===== src/core/i2cm_pkg.sv =====
// package: register map, fields, reset values and states of the bus master
package i2cm_pkg;
  localparam int          ADDR_W         = 16;
  localparam int          IDX_W          = 14;
  // register indices, byte address is four times the index
  localparam logic [13:0] IDX_RCV        = 14'h0200;
  localparam logic [13:0] IDX_TRN        = 14'h0202;
  localparam logic [13:0] IDX_RELOAD     = 14'h0204;
  localparam logic [13:0] IDX_CTRL       = 14'h0206;
  localparam logic [13:0] IDX_STAT       = 14'h0208;
  localparam logic [13:0] IDX_IRQ_STAT   = 14'h020C;
  localparam logic [13:0] IDX_IRQ_CLR    = 14'h020E;
  localparam logic [13:0] IDX_IRQ_EN     = 14'h0210;
  // reset values
  localparam logic [15:0] RST_RCV        = 16'h0000;
  localparam logic [15:0] RST_TRN        = 16'h00FF;
  localparam logic [15:0] RST_RELOAD     = 16'h0000;
  localparam logic [15:0] RST_CTRL       = 16'h0000;
  localparam logic [3:0]  RST_IRQ        = 4'h0;
  // control_word fields
  localparam int          CTL_EN         = 15;
  localparam int          CTL_HALT_IDLE  = 13;
  localparam int          CTL_ACK_VAL    = 5;
  localparam int          CTL_ACK_REQ    = 4;
  localparam int          CTL_RX_REQ     = 3;
  localparam int          CTL_STOP_REQ   = 2;
  localparam int          CTL_RS_REQ     = 1;
  localparam int          CTL_START_REQ  = 0;
  localparam logic [15:0] CTL_REQ_MASK   = 16'h001F;
  // status_word fields
  localparam int          ST_ACK         = 15;
  localparam int          ST_TX_ACTIVE   = 14;
  localparam int          ST_COLL        = 10;
  localparam int          ST_STOP        = 4;
  localparam int          ST_START       = 3;
  localparam int          ST_RX_FULL     = 1;
  localparam int          ST_TX_FULL     = 0;
  // interrupt status fields
  localparam int          IRQ_W          = 4;
  localparam int          IRQ_MASTER     = 0;
  localparam int          IRQ_COLL       = 1;
  localparam int          IRQ_START      = 2;
  localparam int          IRQ_STOP       = 3;
  // bit counts and AXI response codes
  localparam logic [3:0]  TX_LAST_BIT    = 4'h8;
  localparam logic [3:0]  RX_LAST_BIT    = 4'h7;
  localparam logic [1:0]  RESP_OKAY      = 2'h0;
  localparam logic [1:0]  RESP_SLVERR    = 2'h2;

  typedef enum logic [3:0] {
    ST_IDLE, ST_WAIT, ST_START1, ST_START2, ST_RS0, ST_RS1, ST_RS2,
    ST_STOP0, ST_STOP1, ST_STOP2, ST_BIT_LOW, ST_BIT_HIGH
  } i2cm_state_e;

  typedef enum logic [1:0] {OP_TX, OP_RX, OP_ACK} i2cm_op_e;
endpackage


===== src/core/i2cm_sync.sv =====
// two flip-flop synchroniser for the bus pins
`timescale 1ns/1ps
module i2cm_sync #(
  parameter int W = 2
) (
  input  wire logic         clk,
  input  wire logic         reset,
  input  wire logic [W-1:0] din,
  output logic      [W-1:0] dout
);
  logic [W-1:0] meta_reg;

  for (genvar i = 0; i < W; i++) begin : g_bit
    always_ff @(posedge clk or posedge reset) begin
      if (reset) begin
        meta_reg[i] <= 1'b1;
        dout[i]     <= 1'b1;
      end else begin
        meta_reg[i] <= din[i];
        dout[i]     <= meta_reg[i];
      end
    end
  end
endmodule


===== src/core/i2cm_master.sv =====
// two-wire bus master with clock and bus arbitration, AXI4-Lite registers
// Behaviour
// [RULE1] software reload = fcy/fscl - fcy/1111111 - 1
// [RULE2] counter frozen until released scl reads high
// [RULE3] scl seen high reloads counter and counts
// [RULE4] released sda read low flags collision
// [RULE5] collision pulses master event, master goes idle
// [RULE6] collision stops send, clears buffer full, frees lines
// [RULE7] collision aborts sequences, clears request bits; here a control word write in that cycle wins and is kept
// [RULE8] after collision, bus stop sets master event
// [RULE9] transmit write always starts at first bit
// [RULE10] bus start and stop raise interrupts
// [RULE11] software starts only when bus free
// [RULE12] sda stable while scl high
// [RULE13] sleep aborts transfers and releases lines
// [RULE14] idle halts module when halt bit set
// [RULE15] counter counts to zero then stops
// [RULE16] software never loads reload with 0 or 1
// [RULE17] bus pins synchronised before any use
//
// The AXI4-Lite slave port was decided locally.
`timescale 1ns/1ps
module i2cm_master (
  input  wire logic        clk,
  input  wire logic        reset,
  input  wire logic        sleep_req,
  input  wire logic        cpu_idle,
  input  wire logic        scl_in,
  output logic             scl_out,
  output logic             scl_oe,
  input  wire logic        sda_in,
  output logic             sda_out,
  output logic             sda_oe,
  output logic             irq,
  input  wire logic [15:0] s_axi_awaddr,
  input  wire logic        s_axi_awvalid,
  output logic             s_axi_awready,
  input  wire logic [31:0] s_axi_wdata,
  input  wire logic [3:0]  s_axi_wstrb,
  input  wire logic        s_axi_wvalid,
  output logic             s_axi_wready,
  output logic [1:0]       s_axi_bresp,
  output logic             s_axi_bvalid,
  input  wire logic        s_axi_bready,
  input  wire logic [15:0] s_axi_araddr,
  input  wire logic        s_axi_arvalid,
  output logic             s_axi_arready,
  output logic [31:0]      s_axi_rdata,
  output logic [1:0]       s_axi_rresp,
  output logic             s_axi_rvalid,
  input  wire logic        s_axi_rready
);
  i2cm_pkg::i2cm_state_e state_reg;
  i2cm_pkg::i2cm_op_e    op_reg;
  logic [1:0]  pins_s;
  logic        scl_s, sda_s, scl_d_reg, sda_d_reg;
  logic        bus_start, bus_stop, halted, run, high_state, load, done;
  logic        coll, check_bit, drive_bit, last_bit, byte_end;
  logic        fin_start, fin_rs, fin_stop, timing_reg, lost_reg;
  logic [15:0] cnt_reg, reload_reg, ctrl_reg, trn_reg, rcv_reg;
  logic [15:0] trn_wdata, status_word, rd_val;
  logic [3:0]  bit_cnt_reg;
  logic [7:0]  shift_reg;
  logic        ack_status_reg, tx_full_reg, rx_full_reg;
  logic        s_seen_reg, p_seen_reg;
  logic [3:0]  irq_stat_reg, irq_en_reg, ev;
  logic        aw_hold_reg, w_hold_reg, wr_fire, trn_wr, rd_fire, rd_ok;
  logic [15:0] aw_addr_reg;
  logic [31:0] w_data_reg;
  logic [3:0]  w_strb_reg;
  logic [13:0] wr_idx, rd_idx;

  function automatic logic [15:0] merge16(input logic [15:0] old,
                                          input logic [31:0] d,
                                          input logic [3:0]  s);
    merge16 = {s[1] ? d[15:8] : old[15:8], s[0] ? d[7:0] : old[7:0]};
  endfunction

  assign scl_out = 1'b0;
  assign sda_out = 1'b0;

  // pin synchroniser and bus condition detect
  i2cm_sync #(.W(2)) u_sync (
    .clk   (clk),
    .reset (reset),
    .din   ({scl_in, sda_in}),
    .dout  (pins_s)
  ); // RULE17
  assign scl_s = pins_s[1];
  assign sda_s = pins_s[0];

  always_ff @(posedge clk or posedge reset) begin
    if (reset) begin
      scl_d_reg <= 1'b1;
      sda_d_reg <= 1'b1;
    end else begin
      scl_d_reg <= scl_s;
      sda_d_reg <= sda_s;
    end
  end

  assign bus_start = scl_s & scl_d_reg & sda_d_reg & ~sda_s;
  assign bus_stop  = scl_s & scl_d_reg & ~sda_d_reg & sda_s;

  // sequencing terms
  assign halted = cpu_idle & ctrl_reg[i2cm_pkg::CTL_HALT_IDLE]; // RULE14
  assign run    = ctrl_reg[i2cm_pkg::CTL_EN] & ~halted & ~sleep_req;
  assign high_state = (state_reg == i2cm_pkg::ST_START1) ||
                      (state_reg == i2cm_pkg::ST_RS1) ||
                      (state_reg == i2cm_pkg::ST_STOP1) ||
                      (state_reg == i2cm_pkg::ST_BIT_HIGH);
  assign load = run && !timing_reg && (!high_state || scl_s) &&
                state_reg != i2cm_pkg::ST_IDLE &&
                state_reg != i2cm_pkg::ST_WAIT; // RULE2 RULE3
  assign done = timing_reg && cnt_reg == 16'h0000;
  assign last_bit = (op_reg == i2cm_pkg::OP_TX) ?
                    bit_cnt_reg == i2cm_pkg::TX_LAST_BIT :
                    (op_reg == i2cm_pkg::OP_RX) ?
                    bit_cnt_reg == i2cm_pkg::RX_LAST_BIT : 1'b1;
  assign drive_bit = (op_reg == i2cm_pkg::OP_TX) ?
                     (bit_cnt_reg == i2cm_pkg::TX_LAST_BIT || shift_reg[7]) :
                     (op_reg == i2cm_pkg::OP_RX) ? 1'b1 :
                     ctrl_reg[i2cm_pkg::CTL_ACK_VAL];
  assign check_bit = (op_reg == i2cm_pkg::OP_ACK) ||
                     (op_reg == i2cm_pkg::OP_TX &&
                      bit_cnt_reg != i2cm_pkg::TX_LAST_BIT);
  // a released sda that reads low means another master won
  assign coll = run && done && !sda_s &&
                ((state_reg == i2cm_pkg::ST_START1) ||
                 (state_reg == i2cm_pkg::ST_RS1) ||
                 (state_reg == i2cm_pkg::ST_STOP2) ||
                 (state_reg == i2cm_pkg::ST_BIT_HIGH &&
                  check_bit && drive_bit)); // RULE4
  assign fin_start = run && done && state_reg == i2cm_pkg::ST_START2;
  assign fin_rs    = run && done && state_reg == i2cm_pkg::ST_RS2;
  assign fin_stop  = !coll && run && done && state_reg == i2cm_pkg::ST_STOP2;
  assign byte_end  = !coll && run && done && last_bit &&
                     state_reg == i2cm_pkg::ST_BIT_HIGH;

  // bit-rate counter
  always_ff @(posedge clk or posedge reset) begin
    if (reset) begin
      cnt_reg <= 16'h0000;
    end else if (run) begin
      if (load) begin
        cnt_reg <= reload_reg; // RULE3
      end else if (cnt_reg != 16'h0000) begin
        cnt_reg <= cnt_reg - 16'h0001; // RULE15
      end
    end
  end

  // master sequencer
  always_ff @(posedge clk or posedge reset) begin
    if (reset) begin
      state_reg      <= i2cm_pkg::ST_IDLE;
      op_reg         <= i2cm_pkg::OP_TX;
      bit_cnt_reg    <= 4'h0;
      shift_reg      <= 8'h00;
      timing_reg     <= 1'b0;
      scl_oe         <= 1'b0;
      sda_oe         <= 1'b0;
      ack_status_reg <= 1'b0;
      rcv_reg        <= i2cm_pkg::RST_RCV;
    end else if (sleep_req || !ctrl_reg[i2cm_pkg::CTL_EN] || coll) begin
      state_reg  <= i2cm_pkg::ST_IDLE; // RULE5 RULE13
      timing_reg <= 1'b0;
      scl_oe     <= 1'b0; // RULE6 RULE7
      sda_oe     <= 1'b0;
    end else if (!halted) begin
      if (load) begin
        timing_reg <= 1'b1;
      end
      unique case (state_reg)
        i2cm_pkg::ST_IDLE: begin
          if (ctrl_reg[i2cm_pkg::CTL_START_REQ]) begin
            state_reg  <= i2cm_pkg::ST_START1;
            timing_reg <= 1'b0;
          end
        end
        i2cm_pkg::ST_WAIT: begin
          timing_reg <= 1'b0;
          if (trn_wr) begin
            state_reg   <= i2cm_pkg::ST_BIT_LOW;
            op_reg      <= i2cm_pkg::OP_TX;
            bit_cnt_reg <= 4'h0; // RULE9
            shift_reg   <= trn_wdata[7:0];
          end else if (ctrl_reg[i2cm_pkg::CTL_RS_REQ]) begin
            state_reg <= i2cm_pkg::ST_RS0;
            sda_oe    <= 1'b0;
          end else if (ctrl_reg[i2cm_pkg::CTL_STOP_REQ]) begin
            state_reg <= i2cm_pkg::ST_STOP0;
            sda_oe    <= 1'b1;
          end else if (ctrl_reg[i2cm_pkg::CTL_RX_REQ]) begin
            state_reg   <= i2cm_pkg::ST_BIT_LOW;
            op_reg      <= i2cm_pkg::OP_RX;
            bit_cnt_reg <= 4'h0;
          end else if (ctrl_reg[i2cm_pkg::CTL_ACK_REQ]) begin
            state_reg   <= i2cm_pkg::ST_BIT_LOW;
            op_reg      <= i2cm_pkg::OP_ACK;
            bit_cnt_reg <= 4'h0;
          end
        end
        i2cm_pkg::ST_START1, i2cm_pkg::ST_RS1: begin
          if (done) begin
            sda_oe     <= 1'b1;
            state_reg  <= (state_reg == i2cm_pkg::ST_RS1) ?
                          i2cm_pkg::ST_RS2 : i2cm_pkg::ST_START2;
            timing_reg <= 1'b0;
          end
        end
        i2cm_pkg::ST_START2, i2cm_pkg::ST_RS2: begin
          if (done) begin
            scl_oe    <= 1'b1;
            state_reg <= i2cm_pkg::ST_WAIT;
          end
        end
        i2cm_pkg::ST_RS0, i2cm_pkg::ST_STOP0: begin
          if (done) begin
            scl_oe     <= 1'b0; // RULE2
            state_reg  <= (state_reg == i2cm_pkg::ST_RS0) ?
                          i2cm_pkg::ST_RS1 : i2cm_pkg::ST_STOP1;
            timing_reg <= 1'b0;
          end
        end
        i2cm_pkg::ST_STOP1: begin
          if (done) begin
            sda_oe     <= 1'b0;
            state_reg  <= i2cm_pkg::ST_STOP2;
            timing_reg <= 1'b0;
          end
        end
        i2cm_pkg::ST_STOP2: begin
          if (done) begin
            state_reg <= i2cm_pkg::ST_IDLE;
          end
        end
        i2cm_pkg::ST_BIT_LOW: begin
          sda_oe <= ~drive_bit; // RULE12
          if (done) begin
            scl_oe     <= 1'b0; // RULE2
            state_reg  <= i2cm_pkg::ST_BIT_HIGH;
            timing_reg <= 1'b0;
          end
        end
        i2cm_pkg::ST_BIT_HIGH: begin
          if (done) begin
            scl_oe     <= 1'b1;
            timing_reg <= 1'b0;
            shift_reg  <= {shift_reg[6:0], sda_s};
            if (last_bit) begin
              state_reg <= i2cm_pkg::ST_WAIT;
              if (op_reg == i2cm_pkg::OP_TX) begin
                ack_status_reg <= sda_s;
              end
              if (op_reg == i2cm_pkg::OP_RX) begin
                rcv_reg <= {8'h00, shift_reg[6:0], sda_s};
              end
            end else begin
              bit_cnt_reg <= bit_cnt_reg + 4'h1;
              state_reg   <= i2cm_pkg::ST_BIT_LOW;
            end
          end
        end
      endcase
    end
  end

  // control word: software sets, hardware clears on end or collision
  always_ff @(posedge clk or posedge reset) begin
    if (reset) begin
      ctrl_reg   <= i2cm_pkg::RST_CTRL;
      reload_reg <= i2cm_pkg::RST_RELOAD;
      trn_reg    <= i2cm_pkg::RST_TRN;
      irq_en_reg <= i2cm_pkg::RST_IRQ;
    end else begin
      if (wr_fire && wr_idx == i2cm_pkg::IDX_CTRL) begin
        ctrl_reg <= merge16(ctrl_reg, w_data_reg, w_strb_reg);
      end else if (coll) begin
        ctrl_reg <= ctrl_reg & ~i2cm_pkg::CTL_REQ_MASK; // RULE7
      end else begin
        if (fin_start) ctrl_reg[i2cm_pkg::CTL_START_REQ] <= 1'b0;
        if (fin_rs)    ctrl_reg[i2cm_pkg::CTL_RS_REQ]    <= 1'b0;
        if (fin_stop)  ctrl_reg[i2cm_pkg::CTL_STOP_REQ]  <= 1'b0;
        if (byte_end && op_reg == i2cm_pkg::OP_RX)
          ctrl_reg[i2cm_pkg::CTL_RX_REQ] <= 1'b0;
        if (byte_end && op_reg == i2cm_pkg::OP_ACK)
          ctrl_reg[i2cm_pkg::CTL_ACK_REQ] <= 1'b0;
      end
      if (wr_fire && wr_idx == i2cm_pkg::IDX_RELOAD)
        reload_reg <= merge16(reload_reg, w_data_reg, w_strb_reg);
      if (trn_wr)
        trn_reg <= trn_wdata;
      if (wr_fire && wr_idx == i2cm_pkg::IDX_IRQ_EN)
        irq_en_reg <= w_data_reg[3:0] & {4{w_strb_reg[0]}} |
                      irq_en_reg & {4{~w_strb_reg[0]}};
    end
  end

  // status flags and interrupts
  assign ev[i2cm_pkg::IRQ_MASTER] = coll | fin_start | fin_rs | fin_stop |
                                    byte_end | (lost_reg & bus_stop); // RULE5 RULE8
  assign ev[i2cm_pkg::IRQ_COLL]   = coll;
  assign ev[i2cm_pkg::IRQ_START]  = bus_start; // RULE10
  assign ev[i2cm_pkg::IRQ_STOP]   = bus_stop;  // RULE10

  always_ff @(posedge clk or posedge reset) begin
    if (reset) begin
      tx_full_reg  <= 1'b0;
      rx_full_reg  <= 1'b0;
      lost_reg     <= 1'b0;
      s_seen_reg   <= 1'b0;
      p_seen_reg   <= 1'b0;
      irq_stat_reg <= i2cm_pkg::RST_IRQ;
      irq          <= 1'b0;
    end else begin
      if (trn_wr && state_reg == i2cm_pkg::ST_WAIT && !coll) begin
        tx_full_reg <= 1'b1;
      end else if (coll || byte_end || sleep_req) begin
        tx_full_reg <= 1'b0; // RULE6
      end
      if (byte_end && op_reg == i2cm_pkg::OP_RX) rx_full_reg <= 1'b1;
      else if (rd_fire && rd_idx == i2cm_pkg::IDX_RCV) rx_full_reg <= 1'b0;
      if (coll) lost_reg <= 1'b1;
      else if (bus_stop) lost_reg <= 1'b0; // RULE8
      if (bus_start) begin
        s_seen_reg <= 1'b1;
        p_seen_reg <= 1'b0;
      end else if (bus_stop) begin
        s_seen_reg <= 1'b0;
        p_seen_reg <= 1'b1;
      end
      irq_stat_reg <= (irq_stat_reg & ~((wr_fire && w_strb_reg[0] &&
                      wr_idx == i2cm_pkg::IDX_IRQ_CLR) ?
                      w_data_reg[3:0] : 4'h0)) | ev;
      irq <= |(irq_stat_reg & irq_en_reg);
    end
  end

  always_comb begin
    status_word = 16'h0000;
    status_word[i2cm_pkg::ST_ACK]       = ack_status_reg;
    status_word[i2cm_pkg::ST_TX_ACTIVE] = op_reg == i2cm_pkg::OP_TX &&
      (state_reg == i2cm_pkg::ST_BIT_LOW || state_reg == i2cm_pkg::ST_BIT_HIGH);
    status_word[i2cm_pkg::ST_COLL]      = lost_reg;
    status_word[i2cm_pkg::ST_STOP]      = p_seen_reg;
    status_word[i2cm_pkg::ST_START]     = s_seen_reg;
    status_word[i2cm_pkg::ST_RX_FULL]   = rx_full_reg;
    status_word[i2cm_pkg::ST_TX_FULL]   = tx_full_reg;
  end

  // AXI4-Lite slave
  assign wr_idx    = aw_addr_reg[15:2];
  assign rd_idx    = s_axi_araddr[15:2];
  assign wr_fire   = aw_hold_reg && w_hold_reg && !s_axi_bvalid;
  assign trn_wr    = wr_fire && wr_idx == i2cm_pkg::IDX_TRN;
  assign trn_wdata = merge16(trn_reg, w_data_reg, w_strb_reg);
  assign rd_fire   = s_axi_arvalid && s_axi_arready;

  always_comb begin
    rd_ok  = 1'b1;
    rd_val = 16'h0000;
    unique case (rd_idx)
      i2cm_pkg::IDX_RCV:      rd_val = rcv_reg;
      i2cm_pkg::IDX_TRN:      rd_val = trn_reg;
      i2cm_pkg::IDX_RELOAD:   rd_val = reload_reg;
      i2cm_pkg::IDX_CTRL:     rd_val = ctrl_reg;
      i2cm_pkg::IDX_STAT:     rd_val = status_word;
      i2cm_pkg::IDX_IRQ_STAT: rd_val = {12'h000, irq_stat_reg};
      i2cm_pkg::IDX_IRQ_CLR:  rd_val = 16'h0000;
      i2cm_pkg::IDX_IRQ_EN:   rd_val = {12'h000, irq_en_reg};
      default:                rd_ok  = 1'b0;
    endcase
  end

  always_ff @(posedge clk or posedge reset) begin
    if (reset) begin
      aw_hold_reg   <= 1'b0;
      w_hold_reg    <= 1'b0;
      aw_addr_reg   <= 16'h0000;
      w_data_reg    <= 32'h00000000;
      w_strb_reg    <= 4'h0;
      s_axi_awready <= 1'b1;
      s_axi_wready  <= 1'b1;
      s_axi_bvalid  <= 1'b0;
      s_axi_bresp   <= i2cm_pkg::RESP_OKAY;
    end else begin
      if (s_axi_awvalid && s_axi_awready) begin
        aw_hold_reg   <= 1'b1;
        aw_addr_reg   <= s_axi_awaddr;
        s_axi_awready <= 1'b0;
      end
      if (s_axi_wvalid && s_axi_wready) begin
        w_hold_reg   <= 1'b1;
        w_data_reg   <= s_axi_wdata;
        w_strb_reg   <= s_axi_wstrb;
        s_axi_wready <= 1'b0;
      end
      if (wr_fire) begin
        aw_hold_reg  <= 1'b0;
        w_hold_reg   <= 1'b0;
        s_axi_bvalid <= 1'b1;
        s_axi_bresp  <= (wr_idx >= i2cm_pkg::IDX_RCV &&
                         wr_idx <= i2cm_pkg::IDX_IRQ_EN && !wr_idx[0]) ?
                        i2cm_pkg::RESP_OKAY : i2cm_pkg::RESP_SLVERR;
      end
      if (s_axi_bvalid && s_axi_bready) begin
        s_axi_bvalid  <= 1'b0;
        s_axi_awready <= 1'b1;
        s_axi_wready  <= 1'b1;
      end
    end
  end

  always_ff @(posedge clk or posedge reset) begin
    if (reset) begin
      s_axi_arready <= 1'b1;
      s_axi_rvalid  <= 1'b0;
      s_axi_rdata   <= 32'h00000000;
      s_axi_rresp   <= i2cm_pkg::RESP_OKAY;
    end else if (rd_fire) begin
      s_axi_arready <= 1'b0;
      s_axi_rvalid  <= 1'b1;
      s_axi_rdata   <= {16'h0000, rd_val};
      s_axi_rresp   <= rd_ok ? i2cm_pkg::RESP_OKAY : i2cm_pkg::RESP_SLVERR;
    end else if (s_axi_rvalid && s_axi_rready) begin
      s_axi_rvalid  <= 1'b0;
      s_axi_arready <= 1'b1;
    end
  end
endmodule


===== config.mk =====
export PLATFORM = sky130hd
export DESIGN_NAME = i2cm_master
export DESIGN_NICKNAME = d
export VERILOG_FILES = /design/src/core/i2cm_pkg.sv /design/src/core/i2cm_sync.sv /design/src/core/i2cm_master.sv
export SDC_FILE = /design/constraint.sdc
export NUM_CORES = 1
export LEC_CHECK = 0
export BUFFER_PORTS_ARGS = -buffer_cell sky130_fd_sc_hd__buf_2
export CORE_ASPECT_RATIO = 0.7
export CORE_MARGIN = 2
export CORE_UTILIZATION = 35
export CTS_CLUSTER_DIAMETER = 150
export DETAILED_ROUTE_END_ITERATION = 7
export GPL_ROUTABILITY_DRIVEN = 0
export PLACE_DENSITY = 0.63
export SKIP_CTS_REPAIR_TIMING = 1
export SYNTH_ARGS = -nofsm -noshare
export SYNTH_HDL_FRONTEND = slang
export SYNTH_SLANG_ARGS = --single-unit

===== constraint.sdc =====
create_clock -name clk -period 6.7 [get_ports clk]
set_clock_uncertainty 0.05 [all_clocks]
set_input_delay 1.34 -clock clk [delete_from_list [all_inputs] [get_ports clk]]
set_output_delay 1.34 -clock clk [all_outputs]
set_load 0.01 [all_outputs]

# After elaboration in Yosys (flattened, before gate mapping)
# Index checks and enable logic that the tools add are counted.
[word_totals] ff_bits=175 latchBits=0 ram_bits=0 mem_bits_ro=0 inputBits=79 out_inout_bits=46 n_memories=0
[classes] add_sub_neg=2 n_mul=0 n_div=0 order_cmp=2 eq_ne=53 n_shift=0 muxes=95 n_bitwise=28 reduce_logical=111
[op_table] operator="14-bit by 10-bit == test with 1-bit output (second input constant)" count=13
[op_table] operator="16-bit case mux with 7 select lines" count=1
[op_table] operator="4-bit 2-to-1 mux" count=25
[op_table] operator="1-bit 2-to-1 mux" count=47
[op_table] operator="1-bit logical AND" count=39
[op_table] operator="4-bit case mux with 9 select lines" count=1
[op_table] operator="16-bit 2-to-1 mux" count=2
[op_table] operator="8-bit 2-to-1 mux" count=3
[op_table] operator="3-bit inequality test (second input constant)" count=8
[op_table] operator="6-bit AND reduction" count=4
[op_table] operator="2-bit nonzero test" count=12
[op_table] operator="2-bit AND reduction" count=11
[op_table] operator="3-bit nonzero test" count=7
[op_table] operator="4-bit by 3-bit == test with 1-bit output (second input constant)" count=5
[op_table] operator="4-bit == test (second input constant)" count=5
[op_table] operator="4-bit AND" count=4
[op_table] operator="16-bit zero test" count=1
[op_table] operator="8-bit case mux with 2 select lines" count=1
[op_table] operator="16-bit nonzero test" count=1
[op_table] operator="16-bit by 1-bit subtractor with 16-bit output (second input constant)" count=1
[op_table] operator="5-bit 2-to-1 mux" count=3
[op_table] operator="14-bit by 10-bit >= comparator with 1-bit output (second input constant)" count=1
[op_table] operator="14-bit by 10-bit less-or-equal comparator with 1-bit output (second input constant)" count=1
[op_table] operator="2-bit 2-to-1 mux" count=7
[op_table] operator="37 further kinds" count=88

# Longest topological paths before layout
[logic_depth] word_depth=16 mapped_depth=9

# Modules after synthesis
# From an unflattened synthesis, not the netlist that was laid out.
[hier_totals] cells_unflattened=816 hier_area_um2=8690.8
[modules_own_cells] mod="i2cm_master" n_inst=1 cells_per_inst=811 area_each_um2=8582.0 seq_area_each_um2=4195.3
[modules_own_cells] mod="i2cm_sync" n_inst=1 cells_per_inst=5 area_each_um2=108.9 seq_area_each_um2=105.1

# Least setup slack after synthesis
# No wires, ideal clock.
[synth_timing] kind="input-to-reg" start="in s_axi_araddr[13]" end="reg s_axi_rdata[14]" setup_ns=0.085 arrival_time_ns=2.750 path_slack_ns=3.815 stages=7 n_path_buf=1 path_cell_list="nor4_1 and3_1 clkbuf_1 o2111ai_1 nor4_2 a22oi_1 o21ai_0"
[synth_between] elab_chain_len=2
[synth_lines] element="start: declaration" line_no="i2cm_master.sv:45" source="input wire logic [15:0] s_axi_araddr,"
[synth_lines] element="14-bit by 10-bit == test with 1-bit output" line_no="i2cm_master.sv:363" source="unique case (rd_idx)"
[synth_lines] element="16-bit case mux with 7 select lines *" line_no="i2cm_master.sv:363"
[synth_lines] element="end signal: assignment" line_no="i2cm_master.sv:424" source="s_axi_rdata <= {16'h0000, rd_val};"
[synth_lines] element="end: declaration" line_no="i2cm_master.sv:48" source="output logic [31:0] s_axi_rdata,"
# Every way passes the cells marked *; elsewhere a longest branch is shown, timed or not.
# A chain may end at the register's enable or synchronous reset.

# Worst setup path after layout
[layout_timing] start="reg state_reg[2]" end="reg rcv_reg[4]"
[layout_between] elab_chain_len=8
[layout_lines] element="start: declaration" line_no="i2cm_master.sv:53" source="i2cm_pkg::i2cm_state_e state_reg;"
[layout_lines] element="start signal: assignment" line_no="i2cm_master.sv:156" source="state_reg <= i2cm_pkg::ST_IDLE;"
[layout_lines] element="start signal: assignment" line_no="i2cm_master.sv:166" source="state_reg <= i2cm_pkg::ST_IDLE;"
[layout_lines] element="start signal: assignment" line_no="i2cm_master.sv:177" source="state_reg <= i2cm_pkg::ST_START1;"
[layout_lines] element="4-bit by 2-bit == test with 1-bit output, or another cell as far along" line_no="i2cm_master.sv:129" source="((state_reg == i2cm_pkg::ST_START1) ||"
[layout_lines] element="1-bit logical OR or 1-bit logical AND (tied branches)" line_no="i2cm_master.sv:129, i2cm_master.sv:132"
[layout_lines] element="1-bit logical OR or 1-bit logical AND (tied branches)" line_no="i2cm_master.sv:130, i2cm_master.sv:133"
[layout_lines] element="1-bit logical OR" line_no="i2cm_master.sv:131" source="(state_reg == i2cm_pkg::ST_STOP2) ||"
[layout_lines] element="1-bit logical AND" line_no="i2cm_master.sv:128" source="assign coll = run && done && !sda_s &&"
[layout_lines] element="1-bit logical OR" line_no="i2cm_master.sv:165" source="end else if (sleep_req || !ctrl_reg[i2cm_pkg::CTL_EN] || coll) begin"
[layout_lines] element="1-bit NOT (no line)"
[layout_lines] element="6-bit AND reduction (no line) *"
[layout_lines] element="end signal: assignment" line_no="i2cm_master.sv:164" source="rcv_reg <= i2cm_pkg::RST_RCV;"
[layout_lines] element="end signal: assignment" line_no="i2cm_master.sv:257" source="rcv_reg <= {8'h00, shift_reg[6:0], sda_s};"
[layout_lines] element="end: declaration" line_no="i2cm_master.sv:60" source="logic [15:0] cnt_reg, reload_reg, ctrl_reg, trn_reg, rcv_reg;"
# Marks and branches as above.

==> metrics.txt <==
final number of hold-violating endpoints=0; FP Rows=48; CP Data Arrival Time=3690 ps; worst skew pair latency=430 ps; Clock Pin Slew Worst Setup and Hold Paths=70 ps; non-filler cells, final=1,219; setup-violating endpoint count in the final report=0; port bufs=82; RSZ-0062 raised after global routing=no; largest cells by area after synthesis=dfrtp_1 (44%), mux2_2 (9.4%), dfstp_2 (5.1%); Remaining Overflow, GRT=0; Num CTS Buffers=17; Mapped Area=8740 um2; wl on met1=11,270 um; VDD IR max=0.0001905 V; Highest Clock Rate=0.2919 GHz; MaxCap Viol Count=0; placed instance count=1,187; setup TNS=0 ps; Crit. End Element=flip-flop; crit path kind=reg -> reg; clock root buffer=clkbuf_16; FF+latch area=4300 um2; CTS tree=done; startpoint types=flip-flop; HP Class=reg -> reg; Cells after Synth=811; Synth cell types=88; crit share post-route=51.13%; Core ar.=24,560 um2; DR WL met2=9640 um; synthesized area per cell=10.78 um2; total number of vias=6,590; final core utilization=40.53%; global-route wire length before repair=36,490 um; drt pass-1 iters=5; final slew viol count=0; YS warnings=0; clock sinks=171; met3 routed WL=1463 um; largest net degree at the start of global routing=70; Fillers=2,341; via/cell ratio=5.406; synth cell count leaders=dfrtp_1 (154), nand2_1 (92), o21ai_0 (76); Critical-path top delay cell=and4b_1; Tot GR Track Use=18.14%; worst hold margin=306.3 ps; worst-margin pin slew=970.4 ps; die width=192.9 um; H-tree depth=4; Worst Path Max Fanout=30; Seq/Total Area, Yosys=49.21%; most instantiated library cell after synthesis=dfrtp_1; crit-path cells=and4b_1 -> o31ai_1 -> nor3_1 -> and3_1 -> mux2_2; Max clock buf depth=2; async set or reset register ratio after synthesis=100.0%; Area Growth Syn to Fin=13.90%; Starting Density=35.58%; WL final=22,640 um; initial DRC count=546; Seq cells post-synth=171; Die Area=26,270 um2; pwr dens=271.7 nW/um2; DR DRC count=0; area share of the largest cell type after synthesis=44.09%; vias in the first global route=6,425; status=complete, no violations; multi-input logic area=4080 um2; initial antenna violation count=0; Yosys top cell by area=dfrtp_1; I/O pin count=125; Nets=964; per-cell routed wire length=18.57 um; max incr delay on CP=940 ps; Pleak=4.468 nW; die height=136.2 um; Synth Flop Type=dfrtp_1; pre-CTS setup slack=3092 ps; Slew headroom=35.15%; fin crit period=3426 ps; n_diodes=0; detailed placement HPWL=16,150 um; CP required=6970 ps; DRT antenna net count=0; highest routed layer=met4; layout cells sized above 1=28.52%; number of flops mapped to enable cells by yosys=0; fin worst setup slack=3274 ps
-- report_power, final --
group	switching (mW)	internal, mW	leakage (nW)	total (mW)
Clock	0.459	0.576	0.297	1.03
Sequential	0.129	1.16	2.19	1.29
Combinational	0.198	0.182	1.99	0.380
Total	0.786	1.92	4.47	2.70
-- layer usage --
layer / global-route usage (%) / up-vias
met2: 25.87 / 224
met3: 3.949 / 13
met1: 27.65 / 3274
met4: 4.453 / 0
met5: 0 / -
li1: - / 3079
-- final timing paths --
check,from,to,slack [ps],depth (start not counted)
worst max-delay path,state_reg[2],rcv_reg[4],3270,5
worst min-delay path,u_sync.meta_reg[0],u_sync.dout[0],310,0
worst max register to register,state_reg[2],rcv_reg[4],3270,5
worst min register to register,u_sync.meta_reg[0],u_sync.dout[0],310,0
max in group asynchronous,reset,sda_oe,4540,3
min in group asynchronous,reset,w_strb_reg[0],850,2
-- layout by cell type, fill, tap and decap left out, types with 5 or more instances in the layout --
cell type,n
and2_1,5
a31oi_1,6
mux2i_1,23
xnor2_1,12
dfrtp_1,154
dfstp_2,17
buf_4,7
a21oi_1,21
nor4_2,6
o21ai_1,9
a22oi_1,9
and3_1,8
nand3_1,12
o21ai_0,76
nor4_1,6
clkbuf_16,17
inv_1,22
nand4_1,6
nor2_1,40
a221oi_1,8
a22o_1,5
a222oi_1,8
nor3_1,16
buf_2,82
nand2_1,92
inv_6,6
mux2_4,8
or2_2,5
a211oi_1,5
conb_1,20
mux2_2,73
nor2b_1,7
-- final cells by class --
| type | count | share of cell area, % |
|---|---|---|
| clock inverters | 14 | 1.747 |
| repair buffers | 89 | 4.651 |
| inverters | 23 | 0.9175 |
| clock buffers | 18 | 4.412 |
| well taps | 325 | 4.085 |
| flip-flops and latches | 171 | 43.20 |
| multi-input cells | 579 | 40.99 |
-- cell families (layout without fill, tap and decap cells) --
kind of cell	Yosys count	count (layout)	synth area share [%]
adder cells (fa/ha/maj)	4	4	0.5727
multiplexers	105	105	13.67
XOR/XNOR	13	13	1.303
buffers and inverters	80	144	4.925
other	1	20	0.04291
AO/OA/AOI/OAI	188	188	14.23
flip-flops	171	171	49.21
AND/OR/NAND/NOR	249	249	16.05
-- stage by stage --
step	power (mW)	cell area, um2
floorplan	1.554	8811
global placement	1.678	9341
detailed placement	1.691	9341
CTS	2.725	9955
global route	2.826	9955
finish	2.704	9955
-- worst max-delay path: cells and delay by family (launching register included) --
family / cells / cell delay, ps
compound gates: 1 / 320
flops: 1 / 700
simple gates: 3 / 1810
mux: 1 / 400
Power figures use the tool's default switching activity.
